## src/hdl/pdt_pkg.sv

```systemverilog
/*
 * pdt_pkg: constants and carrier types for the prescaled down-counter timer.
 * assumes a single 200 MHz system clock and a byte-wide register port.
 */
package pdt_pkg;
    // register offsets
    localparam logic [7:0] PDT_ADDR_PRESCALER = 8'hD2;
    localparam logic [7:0] PDT_ADDR_COUNT     = 8'hD3;
    localparam logic [7:0] PDT_ADDR_STATUS    = 8'hD4;
    localparam logic [7:0] PDT_ADDR_IRQ_STAT  = 8'hD5;
    localparam logic [7:0] PDT_ADDR_IRQ_CLR   = 8'hD6;
    localparam logic [7:0] PDT_ADDR_IRQ_EN    = 8'hD7;
    localparam logic [7:0] PDT_ADDR_LOWPOWER  = 8'hD8;
    // status/control field positions
    localparam int PDT_BIT_ZERO    = 7;
    localparam int PDT_BIT_IRQ_EN  = 6;
    localparam int PDT_BIT_PIN_DIR = 5;
    localparam int PDT_BIT_DOUT    = 4;
    localparam int PDT_BIT_RUN     = 3;
    // reset values, and the count at which a tick underflows
    localparam logic [6:0] PDT_PRESCALER_RESET = 7'h7F;
    localparam logic [7:0] PDT_COUNT_RESET     = 8'hFF;
    localparam logic [7:0] PDT_STATUS_RESET    = 8'h00;
    localparam logic [7:0] PDT_NO_UNDERFLOW    = 8'h00;
    // internal clock divided by 12 feeds the prescaler
    localparam int         PDT_INT_DIV       = 12;
    localparam logic [3:0] PDT_INT_DIV_LAST  = 4'(PDT_INT_DIV - 1);

    typedef struct packed {
        logic [7:0] addr;
        logic [7:0] wdata;
        logic       wr;
        logic       rd;
    } pdt_bus_req_type;

    typedef struct packed {
        logic pin_out;
        logic pin_oe_n;
    } pdt_pin_drive_type;
endpackage

```

## src/hdl/pdt_edge_sync.sv

```systemverilog
/*
 * pdt_edge_sync: two-flop synchroniser for the timer pin plus rising-edge detect.
 * assumes the pin is asynchronous to clk_sys; edges narrower than ~2 cycles may be lost.
 */
module pdt_edge_sync (
    input  wire logic clk_sys,     // system clock
    input  wire logic reset_n,     // synchronous reset, active low
    input  wire logic pin_async,   // raw pin level
    output logic      pin_level,   // synchronised level
    output logic      pin_rise     // one-cycle pulse on rising edge
);
    logic stage1;
    logic stage2;
    logic stage3;

    // first flop is read only by the second
    // reset to the pulled-up idle level, so releasing reset makes no false rising edge
    always_ff @(posedge clk_sys) begin
        if (!reset_n) begin
            stage1 <= 1'b1;
            stage2 <= 1'b1;
            stage3 <= 1'b1;
        end else begin
            stage1 <= pin_async;
            stage2 <= stage1;
            stage3 <= stage2;
        end
    end

    assign pin_level = stage2;
    assign pin_rise  = stage2 & ~stage3;
endmodule

```

## src/hdl/pdt_timer.sv

```systemverilog
/*
 * pdt_timer: 8-bit down-counter with a 7-bit prescaler, zero flag, interrupt and timer pin.
 * assumes a byte register port (read data one cycle after the read strobe) on clk_sys.
 */
module pdt_timer (
    input  wire logic                       clk_sys,     // 200 MHz system clock
    input  wire logic                       reset_n,     // synchronous reset, active low
    input  wire logic [7:0]                 reg_addr,    // register address
    input  wire logic [7:0]                 reg_wdata,   // register write data
    input  wire logic                       reg_wr,      // write strobe
    input  wire logic                       reg_rd,      // read strobe
    output logic      [7:0]                 reg_rdata,   // read data, cycle after strobe
    input  wire logic                       stop_mode,   // core is in stop mode
    input  wire logic                       pin_in,      // timer pin input level
    output logic                            pin_out,     // timer pin output level
    output logic                            pin_oe_n,    // pin output enable, low drives
    output pdt_pkg::pdt_pin_drive_type      pin_drive,   // pin drive bundle
    output logic                            timer_irq,   // legacy zero request level
    output logic                            wake_req,    // wake request to core
    output logic                            irq          // status/enable interrupt level
);
    import pdt_pkg::*;

    pdt_bus_req_type req;
    logic [6:0] prescaler;
    logic [7:0] count;
    logic [7:0] ctrl;
    logic [7:0] irq_status;
    logic [7:0] irq_enable;
    logic       zero_flag_q;
    logic [3:0] div12_cnt;
    logic       div12_tick;
    logic       pin_level;
    logic       pin_rise;
    logic       pre_tick;
    logic       count_tick;
    logic [6:0] next_prescaler;
    logic       underflow;
    logic       wr_count;
    logic       wr_status;
    logic       wr_prescaler;
    logic       zero_rise;
    logic       pin_latch;

    assign req = '{addr: reg_addr, wdata: reg_wdata, wr: reg_wr, rd: reg_rd};

    wire zero_flag           = ctrl[PDT_BIT_ZERO];
    wire zero_irq_enable     = ctrl[PDT_BIT_IRQ_EN];
    wire pin_direction_select = ctrl[PDT_BIT_PIN_DIR];
    wire data_out            = ctrl[PDT_BIT_DOUT];
    wire prescaler_run       = ctrl[PDT_BIT_RUN];
    wire [2:0] divide_select = ctrl[2:0];

    assign wr_count     = req.wr && (req.addr == PDT_ADDR_COUNT);
    assign wr_status    = req.wr && (req.addr == PDT_ADDR_STATUS);
    assign wr_prescaler = req.wr && (req.addr == PDT_ADDR_PRESCALER);

    pdt_edge_sync u_pin_sync (
        .clk_sys   (clk_sys),
        .reset_n   (reset_n),
        .pin_async (pin_in),
        .pin_level (pin_level),
        .pin_rise  (pin_rise)
    );

    // internal clock divided by 12; cleared and held at zero in stop mode since the core clock is gone
    always_ff @(posedge clk_sys) begin
        if (!reset_n) begin
            div12_cnt <= 4'h0;
        end else if (div12_tick || stop_mode) begin
            div12_cnt <= 4'h0;
        end else begin
            div12_cnt <= div12_cnt + 4'h1;
        end
    end
    assign div12_tick = (div12_cnt == PDT_INT_DIV_LAST) && !stop_mode;

    // prescaler clock source select
    // the pin is read only through the synchroniser; its raw level may be metastable
    always_comb begin
        if (pin_direction_select) begin
            pre_tick = div12_tick;
        end else if (data_out) begin
            pre_tick = div12_tick & pin_level;          // gated mode
        end else begin
            pre_tick = pin_rise;                        // event count, runs in stop too
        end
        pre_tick = pre_tick & prescaler_run;
    end

    // tap: counter ticks when the low n prescaler bits wrap, i.e. input divided by 2^n
    always_comb begin
        next_prescaler = (prescaler == 7'h00) ? PDT_PRESCALER_RESET : prescaler - 7'h01;
        count_tick = pre_tick;
        for (int b = 0; b < 7; b++) begin
            if (b < int'(divide_select)) begin
                count_tick = count_tick & (prescaler[b] == 1'b0);
            end
        end
    end

    // prescaler: held at 7Fh when not running, direct write allowed while running
    always_ff @(posedge clk_sys) begin
        if (!reset_n) begin
            prescaler <= PDT_PRESCALER_RESET;
        end else if (!prescaler_run) begin
            prescaler <= PDT_PRESCALER_RESET;
        end else if (wr_prescaler) begin
            prescaler <= req.wdata[6:0];
        end else if (pre_tick) begin
            prescaler <= next_prescaler;
        end
    end

    assign underflow = count_tick && (count == PDT_NO_UNDERFLOW) && !wr_count;

    // counter: software write wins over a decrement
    always_ff @(posedge clk_sys) begin
        if (!reset_n) begin
            count <= PDT_COUNT_RESET;
        end else if (wr_count) begin
            count <= req.wdata;
        end else if (count_tick) begin
            count <= count - 8'h01;                     // wraps 00h to FFh
        end
    end

    // control register; zero flag set by hardware wins over a software clear
    always_ff @(posedge clk_sys) begin
        if (!reset_n) begin
            ctrl <= PDT_STATUS_RESET;
        end else begin
            if (wr_status) begin
                ctrl[6:0] <= req.wdata[6:0];
                ctrl[PDT_BIT_ZERO] <= req.wdata[7] | underflow;
            end else if (underflow) begin
                ctrl[PDT_BIT_ZERO] <= 1'b1;
            end
        end
    end

    // flag edge detect for the output latch
    always_ff @(posedge clk_sys) begin
        if (!reset_n) begin
            zero_flag_q <= 1'b0;
        end else begin
            zero_flag_q <= zero_flag;
        end
    end
    assign zero_rise = zero_flag & ~zero_flag_q;

    // pin latch captures data-out on each flag rise; reads as input until direction set
    always_ff @(posedge clk_sys) begin
        if (!reset_n) begin
            pin_latch <= 1'b0;
        end else if (zero_rise) begin
            pin_latch <= data_out;
        end
    end

    always_ff @(posedge clk_sys) begin
        if (!reset_n) begin
            pin_out  <= 1'b0;
            pin_oe_n <= 1'b1;
        end else begin
            pin_out  <= pin_latch;
            pin_oe_n <= ~pin_direction_select;
        end
    end
    assign pin_drive = '{pin_out: pin_out, pin_oe_n: pin_oe_n};

    // request level and wake-up
    assign timer_irq = zero_flag & zero_irq_enable;
    assign wake_req  = timer_irq;

    // sticky event status: bit0 underflow, bit1 pin edge; set beats clear
    always_ff @(posedge clk_sys) begin
        if (!reset_n) begin
            irq_status <= 8'h00;
            irq_enable <= 8'h00;
        end else begin
            if (req.wr && req.addr == PDT_ADDR_IRQ_EN) begin
                irq_enable <= {6'h00, req.wdata[1:0]};
            end
            irq_status <= ((req.wr && req.addr == PDT_ADDR_IRQ_CLR) ? (irq_status & ~req.wdata) : irq_status)
                          | {6'h00, pin_rise, underflow};
        end
    end
    assign irq = |(irq_status & irq_enable);

    // register map seen by software:
    //   D2h prescaler count, bit 7 always reads zero
    //   D3h down-counter, readable and writable on the fly
    //   D4h status and control: zero flag, enable, direction, data-out, run, divide
    //   D5h sticky event status, read only
    //   D6h event clear, write ones; reads back as 00h
    //   D7h event enable, bits 1:0 only
    //   D8h stop-mode indication, read only
    // limitation: D6h is not readable, so a read-modify-write of it clears nothing useful
    // read data registered one cycle after the strobe; unmapped reads give 00h
    always_ff @(posedge clk_sys) begin
        if (!reset_n) begin
            reg_rdata <= 8'h00;
        end else if (req.rd) begin
            unique case (req.addr)
                PDT_ADDR_PRESCALER: reg_rdata <= {1'b0, prescaler};
                PDT_ADDR_COUNT:     reg_rdata <= count;
                PDT_ADDR_STATUS:    reg_rdata <= ctrl;
                PDT_ADDR_IRQ_STAT:  reg_rdata <= irq_status;
                PDT_ADDR_IRQ_EN:    reg_rdata <= irq_enable;
                PDT_ADDR_LOWPOWER:  reg_rdata <= {7'h00, stop_mode};
                default:            reg_rdata <= 8'h00;
            endcase
        end else begin
            reg_rdata <= 8'h00;
        end
    end

    a_zero_on_underflow: assert property (@(posedge clk_sys) disable iff (!reset_n)
        underflow |=> zero_flag && count == PDT_COUNT_RESET)
        else $error("zero flag or reload missing after underflow");
    a_flag_stays_set: assert property (@(posedge clk_sys) disable iff (!reset_n)
        zero_flag && !wr_status |=> zero_flag)
        else $error("zero flag cleared without a write");
    a_irq_level: assert property (@(posedge clk_sys) disable iff (!reset_n)
        underflow && zero_irq_enable && !wr_status |=> timer_irq)
        else $error("no timer request after an enabled underflow");
    a_prescaler_read: assert property (@(posedge clk_sys) disable iff (!reset_n)
        req.rd && req.addr == PDT_ADDR_PRESCALER |=> reg_rdata == {1'b0, $past(prescaler)})
        else $error("prescaler read wrong");
    a_count_write: assert property (@(posedge clk_sys) disable iff (!reset_n)
        wr_count |=> count == $past(req.wdata) && !$rose(zero_flag))
        else $error("count write lost or flagged");
    a_reset_values: assert property (@(posedge clk_sys)
        !reset_n |=> ctrl == PDT_STATUS_RESET && count == PDT_COUNT_RESET)
        else $error("reset values wrong");
    a_pin_direction: assert property (@(posedge clk_sys) disable iff (!reset_n)
        ##1 pin_oe_n == !$past(pin_direction_select))
        else $error("pin enable does not follow direction");
    a_pin_latch: assert property (@(posedge clk_sys) disable iff (!reset_n)
        zero_rise |=> ##1 pin_out == $past(data_out, 2))
        else $error("data-out not transferred on flag rise");
    a_hold_stopped: assert property (@(posedge clk_sys) disable iff (!reset_n)
        !prescaler_run && !wr_count |=> prescaler == PDT_PRESCALER_RESET && $stable(count))
        else $error("timer moved while stopped");
    a_count_decrement: assert property (@(posedge clk_sys) disable iff (!reset_n)
        count_tick && !wr_count |=> count == $past(count) - 8'h01)
        else $error("counter did not decrement");

    // zero flag: only an underflow or a software set raises it; a clear never hides an underflow
    a_flag_source: assert property (@(posedge clk_sys) disable iff (!reset_n)
        $rose(zero_flag) |->
        $past(underflow) || $past(wr_status))
        else $error("zero flag rose without underflow or write");
    a_set_beats_clear: assert property (@(posedge clk_sys) disable iff (!reset_n)
        underflow && wr_status |=>
        zero_flag)
        else $error("software clear hid an underflow");
    a_irq_disabled: assert property (@(posedge clk_sys) disable iff (!reset_n)
        wr_status && !req.wdata[PDT_BIT_IRQ_EN] |=>
        !timer_irq)
        else $error("timer request with enable written low");

    // read path: the count comes back as it stood at the strobe
    a_count_read: assert property (@(posedge clk_sys) disable iff (!reset_n)
        req.rd && req.addr == PDT_ADDR_COUNT |=>
        reg_rdata == $past(count))
        else $error("count read wrong");

    // pin latch moves only on a flag rise, and the pin follows two cycles later
    a_latch_holds: assert property (@(posedge clk_sys) disable iff (!reset_n)
        !zero_rise |=>
        $stable(pin_latch))
        else $error("pin latch moved without a flag rise");
    a_pin_change: assert property (@(posedge clk_sys) disable iff (!reset_n)
        $changed(pin_out) |->
        $past(zero_rise, 2))
        else $error("pin level changed without a flag rise");

    // prescaler steps down by one per tick, reloads after zero, and never ticks while held
    a_prescaler_step: assert property (@(posedge clk_sys) disable iff (!reset_n)
        pre_tick && !wr_prescaler && prescaler != 7'h00 |=>
        prescaler == $past(prescaler) - 7'h01)
        else $error("prescaler did not step down");
    a_prescaler_reload: assert property (@(posedge clk_sys) disable iff (!reset_n)
        pre_tick && !wr_prescaler && prescaler == 7'h00 |=>
        prescaler == PDT_PRESCALER_RESET)
        else $error("prescaler did not reload after zero");
    a_no_tick_held: assert property (@(posedge clk_sys) disable iff (!reset_n)
        !prescaler_run |->
        !pre_tick && !count_tick)
        else $error("tick while the run bit is clear");

    // tap: divide by one passes every tick, by two needs an even count, by 128 a wrap
    a_tap_div1: assert property (@(posedge clk_sys) disable iff (!reset_n)
        pre_tick && divide_select == 3'h0 |->
        count_tick)
        else $error("divide by one dropped a tick");
    a_tap_div2: assert property (@(posedge clk_sys) disable iff (!reset_n)
        count_tick && divide_select == 3'h1 |->
        !prescaler[0])
        else $error("divide by two ticked on an odd count");
    a_tap_div128: assert property (@(posedge clk_sys) disable iff (!reset_n)
        count_tick && divide_select == 3'h7 |->
        prescaler == 7'h00)
        else $error("divide by 128 ticked before the wrap");

    // clock source per pin mode; stop freezes everything but event counting
    a_internal_source: assert property (@(posedge clk_sys) disable iff (!reset_n)
        pin_direction_select && prescaler_run |->
        pre_tick == div12_tick)
        else $error("output mode not clocked by the divided clock");
    a_gate_closed: assert property (@(posedge clk_sys) disable iff (!reset_n)
        !pin_direction_select && data_out && !pin_level |->
        !pre_tick)
        else $error("gated mode ticked with the pin low");
    a_event_edge: assert property (@(posedge clk_sys) disable iff (!reset_n)
        !pin_direction_select && !data_out && prescaler_run && pin_rise |->
        pre_tick)
        else $error("event mode missed a pin edge");
    a_stop_frozen: assert property (@(posedge clk_sys) disable iff (!reset_n)
        stop_mode && (pin_direction_select || data_out) |->
        !pre_tick)
        else $error("divided clock ticked in stop mode");
    a_stop_count: assert property (@(posedge clk_sys) disable iff (!reset_n)
        stop_mode && pin_direction_select && !wr_count |=>
        $stable(count))
        else $error("counter moved in stop mode");
endmodule

```

## config.mk

```make
export PLATFORM = sky130hd
export DESIGN_NAME = pdt_timer
export DESIGN_NICKNAME = d
export VERILOG_FILES = /design/src/hdl/pdt_pkg.sv /design/src/hdl/pdt_edge_sync.sv /design/src/hdl/pdt_timer.sv
export SDC_FILE = /design/constraint.sdc
export NUM_CORES = 1
export LEC_CHECK = 0
export ABC_CLOCK_PERIOD_IN_PS = 2600
export BUFFER_PORTS_ARGS = -buffer_cell sky130_fd_sc_hd__buf_2
export CAP_MARGIN = 20
export CORE_MARGIN = 10
export CORE_UTILIZATION = 56
export CTS_CLUSTER_DIAMETER = 150
export DETAILED_ROUTE_END_ITERATION = 8
export PLACE_DENSITY = 0.8
export SYNTH_ARGS = -nofsm -noshare
export SYNTH_HDL_FRONTEND = slang
export SYNTH_SLANG_ARGS = --single-unit
```

## constraint.sdc

```tcl
create_clock -name clk_sys -period 2.6 [get_ports clk_sys]
set_input_delay 0.52 -clock clk_sys [delete_from_list [all_inputs] [get_ports clk_sys]]
set_output_delay 0.52 -clock clk_sys [all_outputs]
set_load 0.02 [all_outputs]
```

[Word level (Yosys, flattened, before mapping)]
Index checks and enable logic that the tools add are counted.
Word-level totals
  register bits: 52
  logic and storage cells: 99
  output and inout port bits: 15
  input port bits: 22
Operators by class
  reductions and logical operators: 20
  eq/ne operators: 8
  mux-type cells: 18
  bitwise logic cells: 28
  add/subtract/negate cells: 3
  $lt $le $gt $ge: 7
Operators by type and width (count)
  $eq 8x8->1 const B: 7
  $pmux 8 s6: 1
  $mux 8: 3
  $mux 7: 3
  $and 1x1->1: 12
  $mux 1: 11
  $not 1->1: 11
  $lt 3x3->1 const A: 3
  $and 8x2->8: 1
  $and 8x8->8: 1
  $logic_and 1x1->1: 8
  $logic_not 8->1: 1
  $not 8->8: 1
  $or 8x2->8: 1
  $reduce_or 8->1: 1
  $sub 8x1->8 const B: 1
  $logic_not 7->1: 1
  $sub 7x1->7 const B: 1
  $lt 1x3->1 const A: 2
  $lt 2x3->1 const A: 2
  $reduce_bool 2->1: 3
  $add 4x1->4 const B: 1
  $eq 4x4->1 const B: 1
  $reduce_and 2->1: 2
  4 further kinds: 5

[Logic depth before layout (Yosys ltp)]
Gate-level depths: netlist of the first run.
  depth in word-level cells: 24
  mapped depth: 7
  depth with buffers taken out: 7

[Modules after synthesis]
A second synthesis of the first run with hierarchy kept.
Second synthesis, totals
  cell total of the unflattened synthesis: 313
  area total of the unflattened synthesis: 2773.9 µm²
By module, submodules not included
  pdt_timer: cells an instance 306, times used 1, area each 2681.3 µm², sequential area each 980.9 µm²
  pdt_edge_sync: cells an instance 7, times used 1, area each 92.6 µm², sequential area each 60.1 µm²

[Worst setup path before layout of the first run]
OpenSTA, ideal clock, no wires.
  kind: input port to flip-flop
  from: input reg_addr[5]
  to: register count[4]
  buffers on the path: 2
  path slack: 0.337 ns
  data required time: 2.480 ns
  data arrival time: 2.143 ns
  stages on the path: 6
  cell sequence: nand4b_1 > or4_1 > clkbuf_1 > clkbuf_1 > nor3b_1 > nor3_2
On the way
  word-level cells in the longest chain between the ends: 3
  elaborated cells between the ends (all ways): 4
  classes of those cells: eq/ne (1); mux (1); reduce/logical (2)
Ends and longest elaborated chain
  start: declaration: RTL line pdt_timer.sv:8  | input wire logic [7:0] reg_addr,
  $eq 8x8->1 *: RTL line pdt_timer.sv:54  | assign wr_count = req.wr && (req.addr == PDT_ADDR_COUNT);
  $logic_and 1x1->1 *: RTL line pdt_timer.sv:54
  $mux 8 or $reduce_bool 2->1 (tied branches)
  end signal: assignment: RTL line pdt_timer.sv:122  | count <= req.wdata;
  end signal: assignment: RTL line pdt_timer.sv:124  | count <= count - 8'h01;
  end: declaration: RTL line pdt_timer.sv:26  | logic [7:0] count;
Every way passes the cells marked *; elsewhere a longest branch is shown, timed or not.
A chain may end at the register's enable or synchronous reset.

[Final worst setup path of the first run]
  from: register div12_cnt[0]
  to: register count[1]
On the way
  word-level cells in the longest chain between the ends: 21
Ends and longest elaborated chain
  start: declaration: RTL line pdt_timer.sv:31  | logic [3:0] div12_cnt;
  start signal: assignment: RTL line pdt_timer.sv:73  | div12_cnt <= div12_cnt + 4'h1;
  $eq 4x4->1 *: RTL line pdt_timer.sv:76  | assign div12_tick = (div12_cnt == PDT_INT_DIV_LAST) && !stop_mode;
  $logic_and 1x1->1 *: RTL line pdt_timer.sv:76
  $and 1x1->1: RTL line pdt_timer.sv:84  | pre_tick = div12_tick & pin_level;
  $mux 1: RTL line pdt_timer.sv:83  | end else if (data_out) begin
  $mux 1 *: RTL line pdt_timer.sv:81  | if (pin_direction_select) begin
  $and 1x1->1 *: RTL line pdt_timer.sv:88  | pre_tick = pre_tick & prescaler_run;
  $and 1x1->1: RTL line pdt_timer.sv:97  | count_tick = count_tick & (prescaler[b] == 1'b0);
  $mux 1 *: RTL line pdt_timer.sv:96  | if (b < int'(divide_select)) begin
  [... 5 more ...]
  $mux 1 *: RTL line pdt_timer.sv:96
  $and 1x1->1: RTL line pdt_timer.sv:97
  $mux 1 *: RTL line pdt_timer.sv:96
  $and 1x1->1: RTL line pdt_timer.sv:97
  $mux 1 *: RTL line pdt_timer.sv:96
  $and 1x1->1: RTL line pdt_timer.sv:97
  $mux 1 *: RTL line pdt_timer.sv:96
  $reduce_bool 2->1 (no line) *
Marks and branches as above.

==> flow_results.xml, run 1 <==
<?xml version="1.0" encoding="UTF-8"?>
<metrics>
  <group name="status">
    <metric name="outcome" unit="">finished, final reports clean</metric>
  </group>
  <group name="clock_tree">
    <metric name="clock_tree.htree_level_count" unit="">2</metric>
    <metric name="worst_skew_pair.late_latency" unit="ns">0.31</metric>
    <metric name="clk_transition_reported_paths" unit="ns">0.09</metric>
    <metric name="tritoncts.num_buffers" unit="">5</metric>
    <metric name="cts_tree" unit="">yes</metric>
    <metric name="tritoncts_num_sinks" unit="">52</metric>
    <metric name="post_cts_buffers" unit="">0</metric>
    <metric name="clockRootBuffer" unit="">clkbuf_8</metric>
    <metric name="cts.repair.resized" unit="">0</metric>
    <metric name="hold_buffers" unit="">0</metric>
    <metric name="clock_tree.buffer_depth" unit="">2</metric>
  </group>
  <group name="floorplan">
    <metric name="die_y" unit="µm">89.1</metric>
    <metric name="design.portCount" unit="">37</metric>
    <metric name="die_width" unit="µm">89.1</metric>
    <metric name="number_of_cell_rows" unit="">25</metric>
    <metric name="design.core.area" unit="µm²">4660</metric>
    <metric name="die-area" unit="µm²">7930</metric>
    <metric name="initial_core_util" unit="%">57.3</metric>
  </group>
  <group name="global_routing">
    <metric name="grt_first_pass_wirelength" unit="mm">11.6</metric>
    <metric name="globalRoute.totalOverflow" unit="">0</metric>
    <metric name="initial_antenna_violation_count" unit="">0</metric>
    <metric name="grt_max_degree" unit="">27</metric>
    <metric name="grt.total_usage" unit="%">18.2</metric>
    <metric name="first_global_vias" unit="">2351</metric>
  </group>
  <group name="drt">
    <metric name="drtAntennaViolNets" unit="">0</metric>
    <metric name="met3_wirelength" unit="µm">452</metric>
    <metric name="vias" unit="">2448</metric>
    <metric name="wl_met2" unit="mm">3.12</metric>
    <metric name="drc" unit="">0</metric>
    <metric name="routedLengthMet1" unit="mm">3.25</metric>
    <metric name="post_drt_via_cell_ratio" unit="">6.18</metric>
    <metric name="detail_route.wirelength" unit="mm">7.01</metric>
    <metric name="drtPass1Iterations" unit="">4</metric>
    <metric name="routed.top_layer" unit="">met4</metric>
    <metric name="wl_per_cell" unit="µm">17.7</metric>
    <metric name="detail_route.iter0.violations" unit="">256</metric>
  </group>
  <group name="sta">
    <metric name="whs" unit="ns">0.395</metric>
    <metric name="relative_slew_slack" unit="%">57.4</metric>
    <metric name="timing.final.setup_violations" unit="">0</metric>
    <metric name="max_freq" unit="GHz">0.466</metric>
    <metric name="worstMarginPinSlew" unit="ns">0.633</metric>
    <metric name="final_max_slew_viol_count" unit="">0</metric>
    <metric name="min_period_over_period" unit="%">82.5</metric>
    <metric name="period_minus_slack" unit="ns">2.15</metric>
    <metric name="rsz0062_at_grt" unit="">false</metric>
    <metric name="totalNegativeSetupSlack" unit="ns">0</metric>
    <metric name="final-hold-violation-count" unit="">0</metric>
    <metric name="timing.clock.skew" unit="ns">0.00896</metric>
  </group>
  <group name="cells_and_area">
    <metric name="final_layout_size_suffix_gt1_share" unit="%">20.8</metric>
    <metric name="postLayoutCellArea" unit="µm²">3040</metric>
    <metric name="layout.cells.non_filler" unit="">396</metric>
    <metric name="final_nets" unit="">367</metric>
    <metric name="antenna-diode-count" unit="">0</metric>
    <metric name="synthToLayoutAreaGrowth" unit="%">13.9</metric>
  </group>
  <group name="power">
    <metric name="p_leak" unit="µW">0.00130</metric>
    <metric name="ir_worst_vdd" unit="V">0.000397</metric>
    <metric name="power_density" unit="nW/µm²">474</metric>
    <metric name="totalPowerFinal" unit="µW">1440</metric>
  </group>
  <group name="place">
    <metric name="gp_congestion" unit="">0.939</metric>
    <metric name="detailed_place_hpwl" unit="mm">5.17</metric>
    <metric name="placed_cells" unit="">388</metric>
    <metric name="detailed_place.area" unit="µm²">2940</metric>
    <metric name="io_buffers" unit="">36</metric>
  </group>
  <group name="critical_path">
    <metric name="timing.critical_path.max_delay_family" unit="">simple AND/OR/NAND/NOR gates</metric>
    <metric name="cp_slowest_cell" unit="">or4b_4</metric>
    <metric name="timing.setup.critical_path_class" unit="">reg2reg</metric>
    <metric name="worstRegToRegCells" unit="">7</metric>
    <metric name="regToRegEndpoint" unit="">count[1]$_SDFFE_PN1P_</metric>
    <metric name="crit_path_max_fanout" unit="">16</metric>
    <metric name="crit_path_end_kind" unit="">flop</metric>
    <metric name="required" unit="ns">2.85</metric>
    <metric name="start_kind" unit="">flop</metric>
    <metric name="worst_path_largest_cell_delay" unit="ns">0.53</metric>
    <metric name="worstPathCellList" unit="">ha_1 &gt; nand3b_1 &gt; or4b_4 &gt; a222oi_1 &gt; buf_4 &gt; mux2i_1 &gt; a21o_1</metric>
    <metric name="worst-endpoint-arrival" unit="ns">2.40</metric>
    <metric name="ff2ff_setup_slack" unit="ns">0.45</metric>
    <metric name="rr_startpoint" unit="">div12_cnt[0]$_SDFF_PP0_</metric>
    <metric name="cp_num_buf_inv" unit="">1</metric>
  </group>
  <group name="yosys">
    <metric name="synth_nets" unit="">329</metric>
    <metric name="post_synth_inst_count" unit="">303</metric>
    <metric name="synth_seq_cells" unit="">52</metric>
    <metric name="netlist-cell-type-count" unit="">51</metric>
    <metric name="synth_ff_type" unit="">dfxtp_1</metric>
    <metric name="synth-seq-area-share" unit="%">39.0</metric>
    <metric name="synth-edff-count" unit="">0</metric>
    <metric name="synth.cell_area" unit="µm²">2670</metric>
    <metric name="syn_avg_cell_area" unit="µm²">8.82</metric>
    <metric name="synth_async_sr_flop_share" unit="%">0</metric>
    <metric name="synth-warning-count" unit="">0</metric>
  </group>
  <group name="hold_path">
    <metric name="holdCritStartpoint" unit="">pin_in</metric>
    <metric name="timing.hold.worst_endpoint" unit="">u_pin_sync.stage1$_SDFF_PN1_</metric>
    <metric name="hold_path_depth" unit="">2</metric>
    <metric name="hold_path.class" unit="">in2reg</metric>
  </group>
  <group name="run">
    <metric name="drv_cap" unit="">0</metric>
  </group>
</metrics>
==> layout by cell type (no fill, tap or decap), types with 8 or more instances in the layout <==
cell type / netlist / final
and3_1: 8 / 8
buf_4: 3 / 13
o21ai_0: 8 / 8
nor2_1: 15 / 15
nand3_1: 10 / 10
mux2i_1: 19 / 19
nand3b_1: 10 / 10
dfxtp_1: 52 / 52
nand2_1: 24 / 24
inv_1: 10 / 10
nor2b_1: 14 / 14
buf_2: 0 / 36
a21oi_1: 22 / 22
==> worst max path at each step <==
stage          depth (start not counted)               startpoint                    end
6_report                               7  div12_cnt[0]$_SDFF_PP0_  count[1]$_SDFFE_PN1P_
5_1_grt                                7  div12_cnt[0]$_SDFF_PP0_  count[1]$_SDFFE_PN1P_
4_1_cts                                7  div12_cnt[0]$_SDFF_PP0_  count[1]$_SDFFE_PN1P_
3_5_place_dp                           6                stop_mode  count[1]$_SDFFE_PN1P_
3_3_place_gp                           6                stop_mode  count[6]$_SDFFE_PN1P_
2_1_floorplan                          6              reg_addr[5]  count[4]$_SDFFE_PN1P_
==> through the flow <==
stage | utilization (%) | setup WS, ns
final | 65.3 | 0.454
after global routing | 65.3 | 0.333
after CTS | 65.3 | 0.460
after detailed placement | 63.0 | 0.462
after global placement | 63.0 | 0.480
after floorplan | - | 0.337
==> cells in the mapped netlist, drive strengths merged (4+ instances only) <==
cell / n / area [µm²]
dfxtp: 52 / 1040
nand2: 24 / 90.1
a21oi: 22 / 110
mux2i: 19 / 190
nor2: 15 / 56.3
nor2b: 14 / 87.6
clkbuf: 12 / 46.3
inv: 10 / 37.5
nand3: 10 / 50.1
nand3b: 10 / 75.1
nor3: 10 / 75.1
and3: 8 / 50.1
o21ai: 8 / 40.0
a31oi: 7 / 43.8
nand2b: 7 / 43.8
buf: 6 / 41.3
nor3b: 6 / 45.0
and4: 5 / 43.8
mux2: 5 / 56.3
nor4: 5 / 31.3
a22o: 4 / 35.0
ha: 4 / 50.1
o2111ai: 4 / 35.0
==> logic make-up (layout without fill, tap and decap cells) <==
group	after synthesis	in the layout	share of synthesized area [%]
buf+inv	28	67	4.68
fa+ha+maj	4	4	1.87
simple gates	127	127	27.9
compound gates	66	66	16.7
xor+xnor	2	2	0.656
flops	52	52	39.0
mux	24	24	9.23
==> sequential cells by signal, indices dropped and copies added, names as in the netlist <==
signal                flops
count                     8
ctrl                      8
div12_cnt                 4
irq_enable                2
irq_status                8
pin_latch                 1
pin_oe_n                  1
pin_out                   1
prescaler                 7
reg_rdata                 8
u_pin_sync.pin_level      1
u_pin_sync.stage1         1
u_pin_sync.stage3         1
zero_flag_q               1
==> power by group <==
part	leakage, µW	switching (µW)	total [µW]	internal, µW
sequential	0.000420	2.59	803	800
clock	0.0000552	266	552	286
combinational	0.000825	51.8	86.2	34.4
total	0.00130	320	1440	1120
==> per-layer routing <==
| metal | vias up | GRT usage [%] |
|---|---|---|
| met2 | 98 | 28.8 |
| met1 | 1143 | 23.6 |
| met5 | - | 0 |
| li1 | 1187 | - |
| met4 | 0 | 6.50 |
| met3 | 20 | 4.01 |
==> final cells by class <==
class                   count  area (µm²)
fillers                   394        1620
flip-flops and latches     52        1040
clock inverters             2        35.0
repair buffers             49         278
well taps                  54        67.6
clock buffers               6        72.6
inverters                  10        37.5
multi-input cells         223        1510
(Power assumes the default switching activity.)
==> inputs of run 2 (changes only) <==
ABC_AREA = 1   (was default)
ABC_CLOCK_PERIOD_IN_PS = 2100   (was 2600)
clock period = 2.1 ns   (was 2.6 ns; I/O delays follow)
==> flow_results.xml, run 2 <==
<?xml version="1.0" encoding="UTF-8"?>
<metrics>
  <group name="yosys">
    <metric name="post_synth_inst_count" unit="">402</metric>
    <metric name="syn_avg_cell_area" unit="µm²">6.70</metric>
    <metric name="synth-edff-count" unit="">0</metric>
    <metric name="synth-seq-area-share" unit="%">38.6</metric>
    <metric name="synth.cell_area" unit="µm²">2690</metric>
    <metric name="synth_commonest_cells" unit="">91 x nand2_1, 52 x dfxtp_1, 51 x nand3_1</metric>
    <metric name="synth.largest_area_cell" unit="">dfxtp_1</metric>
    <metric name="synth_ff_type" unit="">dfxtp_1</metric>
    <metric name="synth_seq_cells" unit="">52</metric>
    <metric name="synth_nets" unit="">428</metric>
    <metric name="yosysMostFrequentCell" unit="">nand2_1</metric>
    <metric name="synth_top_area_share" unit="%">38.6</metric>
    <metric name="synth_async_sr_flop_share" unit="%">0</metric>
    <metric name="synth-warning-count" unit="">0</metric>
    <metric name="netlist-cell-type-count" unit="">30</metric>
    <metric name="ys_top_cells_by_area" unit="">dfxtp_1 39%, nand2_1 13%, nand3_1 9.5%, inv_1 6.4%, nor2_1 5.9%</metric>
  </group>
  <group name="sta">
    <metric name="period_minus_slack" unit="ns">1.61</metric>
    <metric name="totalNegativeSetupSlack" unit="ns">0</metric>
    <metric name="rsz0062_at_grt" unit="">false</metric>
    <metric name="relative_slew_slack" unit="%">64.4</metric>
    <metric name="worstMarginPinSlew" unit="ns">0.530</metric>
    <metric name="final-hold-violation-count" unit="">0</metric>
    <metric name="min_period_over_period" unit="%">76.5</metric>
    <metric name="timing.final.setup_violations" unit="">0</metric>
    <metric name="final_max_slew_viol_count" unit="">0</metric>
    <metric name="whs" unit="ns">0.293</metric>
    <metric name="timing.clock.skew" unit="ns">0.0105</metric>
    <metric name="max_freq" unit="GHz">0.622</metric>
  </group>
  <group name="clock_tree">
    <metric name="cts.repair.resized" unit="">0</metric>
    <metric name="clock_tree.htree_level_count" unit="">2</metric>
    <metric name="cts_tree" unit="">yes</metric>
    <metric name="worst_skew_pair.late_latency" unit="ns">0.32</metric>
    <metric name="clock_tree.buffer_depth" unit="">2</metric>
    <metric name="hold_buffers" unit="">0</metric>
    <metric name="clockRootBuffer" unit="">clkbuf_8</metric>
    <metric name="clk_transition_reported_paths" unit="ns">0.10</metric>
    <metric name="post_cts_buffers" unit="">0</metric>
    <metric name="tritoncts_num_sinks" unit="">52</metric>
    <metric name="tritoncts.num_buffers" unit="">5</metric>
  </group>
  <group name="global_routing">
    <metric name="grt.total_usage" unit="%">19.6</metric>
    <metric name="globalRoute.totalOverflow" unit="">0</metric>
    <metric name="initial_antenna_violation_count" unit="">0</metric>
    <metric name="grt_max_degree" unit="">20</metric>
    <metric name="grt_first_pass_wirelength" unit="mm">12.2</metric>
    <metric name="first_global_vias" unit="">2591</metric>
  </group>
  <group name="critical_path">
    <metric name="timing.critical_path.max_delay_family" unit="">simple AND/OR/NAND/NOR gates</metric>
    <metric name="timing.setup.critical_path_class" unit="">reg2reg</metric>
    <metric name="worst_path_largest_cell_delay" unit="ns">0.36</metric>
    <metric name="worst-endpoint-arrival" unit="ns">1.82</metric>
    <metric name="crit_path_max_fanout" unit="">11</metric>
    <metric name="crit_path_end_kind" unit="">flop</metric>
    <metric name="worstPathCellList" unit="">ha_1 &gt; nand3_1 &gt; nor2_1 &gt; nor2_1 &gt; nor2_1 &gt; buf_4 &gt; nand2_2 &gt; nand3_1 &gt; nand3_1</metric>
    <metric name="start_kind" unit="">flop</metric>
    <metric name="cp_slowest_cell" unit="">dfxtp_1</metric>
    <metric name="required" unit="ns">2.31</metric>
    <metric name="cp_num_buf_inv" unit="">1</metric>
  </group>
  <group name="drt">
    <metric name="drtPass1Iterations" unit="">7</metric>
    <metric name="detail_route.iter0.violations" unit="">262</metric>
    <metric name="detail_route.wirelength" unit="mm">7.66</metric>
    <metric name="drc" unit="">0</metric>
    <metric name="vias" unit="">2811</metric>
    <metric name="drtAntennaViolNets" unit="">0</metric>
    <metric name="post_drt_via_cell_ratio" unit="">5.70</metric>
    <metric name="wl_per_cell" unit="µm">15.5</metric>
  </group>
  <group name="power">
    <metric name="totalPowerFinal" unit="µW">1700</metric>
    <metric name="p_leak" unit="µW">0.00147</metric>
    <metric name="ir_worst_vdd" unit="V">0.000423</metric>
    <metric name="power_density" unit="nW/µm²">567</metric>
  </group>
  <group name="cells_and_area">
    <metric name="fin_util" unit="%">64.0</metric>
    <metric name="filler_cells" unit="">430</metric>
    <metric name="multi_input_comb_area" unit="µm²">1400</metric>
    <metric name="ff_latch_area" unit="µm²">1040</metric>
    <metric name="mostFrequentLayoutCell" unit="">nand2_1</metric>
    <metric name="postLayoutCellArea" unit="µm²">3000</metric>
    <metric name="final_cell_mix" unit="">91 x nand2_1, 52 x dfxtp_1, 51 x nand3_1</metric>
    <metric name="final_nets" unit="">464</metric>
    <metric name="antenna-diode-count" unit="">0</metric>
    <metric name="synthToLayoutAreaGrowth" unit="%">11.5</metric>
    <metric name="final_layout_size_suffix_gt1_share" unit="%">15.5</metric>
  </group>
  <group name="place">
    <metric name="io_buffers" unit="">36</metric>
    <metric name="detailed_place_hpwl" unit="mm">5.83</metric>
    <metric name="detailed_place.area" unit="µm²">2910</metric>
    <metric name="gp_congestion" unit="">0.914</metric>
  </group>
  <group name="floorplan">
    <metric name="design.portCount" unit="">37</metric>
    <metric name="initial_core_util" unit="%">57.4</metric>
    <metric name="number_of_cell_rows" unit="">25</metric>
    <metric name="die_y" unit="µm">89.4</metric>
    <metric name="design.core.area" unit="µm²">4690</metric>
    <metric name="die-area" unit="µm²">7980</metric>
    <metric name="die_width" unit="µm">89.4</metric>
  </group>
  <group name="run">
    <metric name="drv_cap" unit="">0</metric>
  </group>
  <group name="hold_path">
    <metric name="hold_path.class" unit="">in2reg</metric>
  </group>
  <group name="status">
    <metric name="outcome" unit="">finished, final reports clean</metric>
  </group>
</metrics>
==> run 2: cell types whose count changed after synthesis, sizes merged, moves of 13 or more <==
| cell | delta |
|---|---|
| nor2 | +31 |
| o21ai | +13 |
| nor2b | -14 |
| mux2i | -19 |
| inv | +41 |
| nand3 | +43 |
| nand2 | +70 |
==> run 2: final timing paths <==
kind	slack, ns	end	cells after the start	from
worst max-delay path	0.49	count[5]$_SDFFE_PN1P_	9	div12_cnt[0]$_SDFF_PP0_
worst min-delay path	0.29	u_pin_sync.stage1$_SDFF_PN1_	2	pin_in
worst max register to register	0.49	count[5]$_SDFFE_PN1P_	9	div12_cnt[0]$_SDFF_PP0_
worst min register to register	0.41	pin_oe_n$_SDFF_PN1_	1	ctrl[5]$_SDFFE_PN0P_
==> run 2: routing by layer <==
layer	vias up	global-route usage [%]	wire, µm
met5	-	0	0
met4	0	11.4	340
met3	41	4.47	688
met2	143	31.3	3490
met1	1244	23.5	3140
li1	1383	-	-
==> run 2: cells by family (layout without fill, tap and decap cells) <==
family | after synthesis | after routing | share of synthesized area, %
adders and majority gates | 4 | 4 | 1.86
xor gates and xnor gates | 5 | 5 | 1.63
AOI/OAI and AO/OA | 60 | 60 | 11.9
and+or+nand+nor | 219 | 219 | 36.6
buffers and inverters | 62 | 99 | 9.34
DFF | 52 | 52 | 38.6
==> run 2: per-stage QoR <==
stage | instances | setup WS (ns)
floorplan | 402 | 0.684
global placement | 485 | 0.363
detailed placement | 485 | 0.328
CTS | 493 | 0.507
global route | 493 | 0.313
finish | 493 | 0.493
==> run 2: worst reg2reg max path, stage by stage, from the launching register on <==
cell     delay [ns]
dfxtp_1        0.36
ha_1           0.19
nand3_1        0.13
nor2_1         0.16
nor2_1         0.05
nor2_1         0.09
buf_4          0.20
nand2_2        0.15
nand3_1        0.11
nand3_1        0.07
==> run 2: final cells by class <==
| class | count | share of cell area (%) |
|---|---|---|
| multi-input combinational | 288 | 46.7 |
| inverter | 52 | 6.50 |
| sequential | 52 | 34.7 |
| clock buffer | 5 | 2.29 |
| tap | 54 | 2.25 |
| clock inverter | 3 | 0.875 |
| timing repair buffer | 39 | 6.75 |
==> run 2: power breakdown <==
| part | internal (µW) | total [µW] | switching (µW) |
|---|---|---|---|
| logic | 30.7 | 99.9 | 69.3 |
| registers | 991 | 994 | 3.27 |
| clock network | 246 | 608 | 362 |
==> inputs of run 3 (changes only) <==
ABC_CLOCK_PERIOD_IN_PS = 1300   (was 2100)
CORE_UTILIZATION = 51   (was 56)
PLACE_DENSITY = 0.77   (was 0.8)
clock period = 1.3 ns   (was 2.1 ns; I/O delays follow)
==> flow_results.xml, run 3 (synthesized netlist as in run 2, its figures left out) <==
<?xml version="1.0" encoding="UTF-8"?>
<metrics>
  <group name="status">
    <metric name="outcome" unit="">complete, but fails checks</metric>
    <metric name="failing_checks" unit="">negative setup slack</metric>
  </group>
  <group name="sta">
    <metric name="timing.final.setup_violations" unit="">17</metric>
    <metric name="min_period_over_period" unit="%">114</metric>
    <metric name="relative_slew_slack" unit="%">73.8</metric>
    <metric name="final-hold-violation-count" unit="">0</metric>
    <metric name="final_max_slew_viol_count" unit="">0</metric>
    <metric name="max_freq" unit="GHz">0.676</metric>
    <metric name="timing.clock.skew" unit="ns">0.00867</metric>
    <metric name="rsz0062_at_grt" unit="">true</metric>
    <metric name="worstMarginPinSlew" unit="ns">0.391</metric>
    <metric name="fin_ws" unit="ns">-0.179</metric>
    <metric name="period_minus_slack" unit="ns">1.48</metric>
  </group>
  <group name="clock_tree">
    <metric name="tritoncts.num_buffers" unit="">5</metric>
    <metric name="clock_tree.htree_level_count" unit="">2</metric>
    <metric name="cts_tree" unit="">yes</metric>
    <metric name="clk_transition_reported_paths" unit="ns">0.09</metric>
    <metric name="worst_skew_pair.late_latency" unit="ns">0.32</metric>
    <metric name="tritoncts_num_sinks" unit="">52</metric>
    <metric name="clockRootBuffer" unit="">clkbuf_8</metric>
    <metric name="clock_tree.buffer_depth" unit="">2</metric>
    <metric name="hold_buffers" unit="">0</metric>
  </group>
  <group name="critical_path">
    <metric name="worst-endpoint-arrival" unit="ns">1.69</metric>
    <metric name="rr_startpoint" unit="">div12_cnt[0]$_SDFF_PP0_</metric>
    <metric name="worst_path_largest_cell_delay" unit="ns">0.37</metric>
    <metric name="cp_slowest_cell" unit="">dfxtp_2</metric>
    <metric name="worstRegToRegCells" unit="">9</metric>
    <metric name="cp_num_buf_inv" unit="">1</metric>
    <metric name="timing.critical_path.max_delay_family" unit="">simple AND/OR/NAND/NOR gates</metric>
    <metric name="timing.setup.critical_path_class" unit="">reg2reg</metric>
    <metric name="required" unit="ns">1.51</metric>
    <metric name="crit_path_end_kind" unit="">flop</metric>
    <metric name="crit_path_max_fanout" unit="">8</metric>
    <metric name="regToRegEndpoint" unit="">count[0]$_SDFFE_PN1P_</metric>
    <metric name="ff2ff_setup_slack" unit="ns">-0.18</metric>
    <metric name="worstPathCellList" unit="">ha_4 &gt; nand3_4 &gt; nor2_4 &gt; nor2_2 &gt; nor2_2 &gt; buf_6 &gt; nand2_8 &gt; nand3_1 &gt; nand3_1</metric>
    <metric name="start_kind" unit="">flop</metric>
  </group>
  <group name="cells_and_area">
    <metric name="final_layout_size_suffix_gt1_share" unit="%">30.4</metric>
    <metric name="mostFrequentLayoutCell" unit="">nand2_1</metric>
    <metric name="final_cell_mix" unit="">89 x nand2_1, 52 x buf_4, 46 x inv_1</metric>
    <metric name="synthToLayoutAreaGrowth" unit="%">36.0</metric>
    <metric name="final_nets" unit="">518</metric>
    <metric name="fin_util" unit="%">71.7</metric>
    <metric name="layout.cells.non_filler" unit="">563</metric>
    <metric name="antenna-diode-count" unit="">0</metric>
  </group>
  <group name="power">
    <metric name="power.share.switching" unit="%">23.0</metric>
    <metric name="ir_worst_vdd" unit="V">0.000720</metric>
    <metric name="power_switching" unit="µW">709</metric>
    <metric name="internal_power" unit="µW">2380</metric>
    <metric name="clockPowerShare" unit="%">40.7</metric>
    <metric name="p_leak" unit="µW">0.00180</metric>
    <metric name="power_density" unit="nW/µm²">842</metric>
    <metric name="p_comb_share" unit="%">7.2</metric>
    <metric name="power.share.sequential" unit="%">52.1</metric>
  </group>
  <group name="drt">
    <metric name="drtAntennaViolNets" unit="">0</metric>
    <metric name="detail_route.iter0.violations" unit="">336</metric>
    <metric name="post_drt_via_cell_ratio" unit="">5.45</metric>
    <metric name="drc" unit="">0</metric>
    <metric name="vias" unit="">3066</metric>
    <metric name="drtPass1Iterations" unit="">5</metric>
    <metric name="detail_route.wirelength" unit="mm">8.52</metric>
    <metric name="wl_per_cell" unit="µm">15.1</metric>
  </group>
  <group name="global_routing">
    <metric name="initial_antenna_violation_count" unit="">0</metric>
    <metric name="grt.total_usage" unit="%">20.2</metric>
    <metric name="grt_max_degree" unit="">20</metric>
    <metric name="first_global_vias" unit="">2974</metric>
    <metric name="globalRoute.totalOverflow" unit="">0</metric>
    <metric name="grt_first_pass_wirelength" unit="mm">14.2</metric>
  </group>
  <group name="hold_path">
    <metric name="hold_path_depth" unit="">2</metric>
    <metric name="holdCritStartpoint" unit="">pin_in</metric>
    <metric name="hold_path.class" unit="">in2reg</metric>
    <metric name="timing.hold.worst_endpoint" unit="">u_pin_sync.stage1$_SDFF_PN1_</metric>
  </group>
  <group name="place">
    <metric name="placed_cells" unit="">550</metric>
    <metric name="io_buffers" unit="">36</metric>
    <metric name="gp_congestion" unit="">0.945</metric>
    <metric name="detailed_place_hpwl" unit="mm">6.28</metric>
  </group>
  <group name="floorplan">
    <metric name="die-area" unit="µm²">8590</metric>
    <metric name="number_of_cell_rows" unit="">26</metric>
    <metric name="die_width" unit="µm">92.7</metric>
    <metric name="initial_core_util" unit="%">52.7</metric>
    <metric name="design.core.area" unit="µm²">5110</metric>
    <metric name="die_y" unit="µm">92.7</metric>
    <metric name="design.portCount" unit="">37</metric>
  </group>
  <group name="run">
    <metric name="drv_cap" unit="">0</metric>
  </group>
</metrics>
## run 3: layout make-up
cell class | instances | area (µm²)
Clock inverter | 1 | 30.0
Multi-Input combinational cell | 288 | 1530
Tap cell | 70 | 87.6
Inverter | 52 | 195
Timing Repair Buffer | 93 | 668
Clock buffer | 7 | 96.3
Fill cell | 416 | 1440
Sequential cell | 52 | 1050
## run 3: layer usage
metal	GRT usage, %	wire length (µm)	vias to the layer above
li1	-	-	1498
met1	24.3	3580	1414
met2	34.1	4050	134
met3	6.13	747	20
met4	5.78	142	0
met5	0	0	-
## run 3: power groups by stage
stage	clock (µW)	sequential [µW]	combinational [µW]
after floorplan	0	1640	82.1
after global placement	0	1640	212
after detailed placement	0	1650	216
after CTS	1240	1610	216
after global routing	1320	1610	243
final	1250	1610	224
## run 3: what timing repair did
| item | in CTS | in global routing |
|---|---|---|
| gates cloned | 1 | 0 |
| gates resized for setup | 7 | 27 |
| buffers inserted | 3 | 1 |
| setup endpoints to repair | 17 | 20 |
| pin swaps | 4 | 10 |
## run 3: worst reg2reg max path, cell delays in order (launching register included)
cell     delay, ns
dfxtp_2       0.37
ha_4          0.15
nand3_4       0.08
nor2_4        0.13
nor2_2        0.05
nor2_2        0.17
buf_6         0.19
nand2_8       0.09
nand3_1       0.08
nand3_1       0.06
## run 3: how the worst max path moves through the flow
stage          slack, ns                   endpoint                     from  depth (start not counted)
6_report           -0.18      count[0]$_SDFFE_PN1P_  div12_cnt[0]$_SDFF_PP0_                          9
5_1_grt            -0.25       ctrl[7]$_SDFFE_PN0P_  div12_cnt[0]$_SDFF_PP0_                          8
4_1_cts            -0.09      count[0]$_SDFFE_PN1P_  div12_cnt[1]$_SDFF_PP0_                          9
3_5_place_dp       -0.22  prescaler[1]$_SDFFE_PN1P_              reg_addr[5]                         10
3_3_place_gp       -0.15  prescaler[6]$_SDFFE_PN1P_              reg_addr[5]                         10
2_1_floorplan      -0.03      count[0]$_SDFFE_PN1P_  div12_cnt[1]$_SDFF_PP0_                          9
## run 3: metrics by stage
| stage | worst slack (ns) | power [µW] | cell area, µm² | hold slack, ns | setup TNS (ns) |
|---|---|---|---|---|---|
| 2_1_floorplan | -0.0331 | 1730 | 2720 | 0.365 | -0.264 |
| 3_3_place_gp | -0.154 | 1860 | 3370 | 0.399 | -2.96 |
| 3_5_place_dp | -0.218 | 1860 | 3370 | 0.421 | -4.09 |
| 4_1_cts | -0.0917 | 3070 | 3550 | 0.144 | -1.02 |
| 5_1_grt | -0.255 | 3170 | 3660 | 0.140 | -3.94 |
| 6_report | -0.179 | 3080 | 3660 | 0.134 | -2.59 |
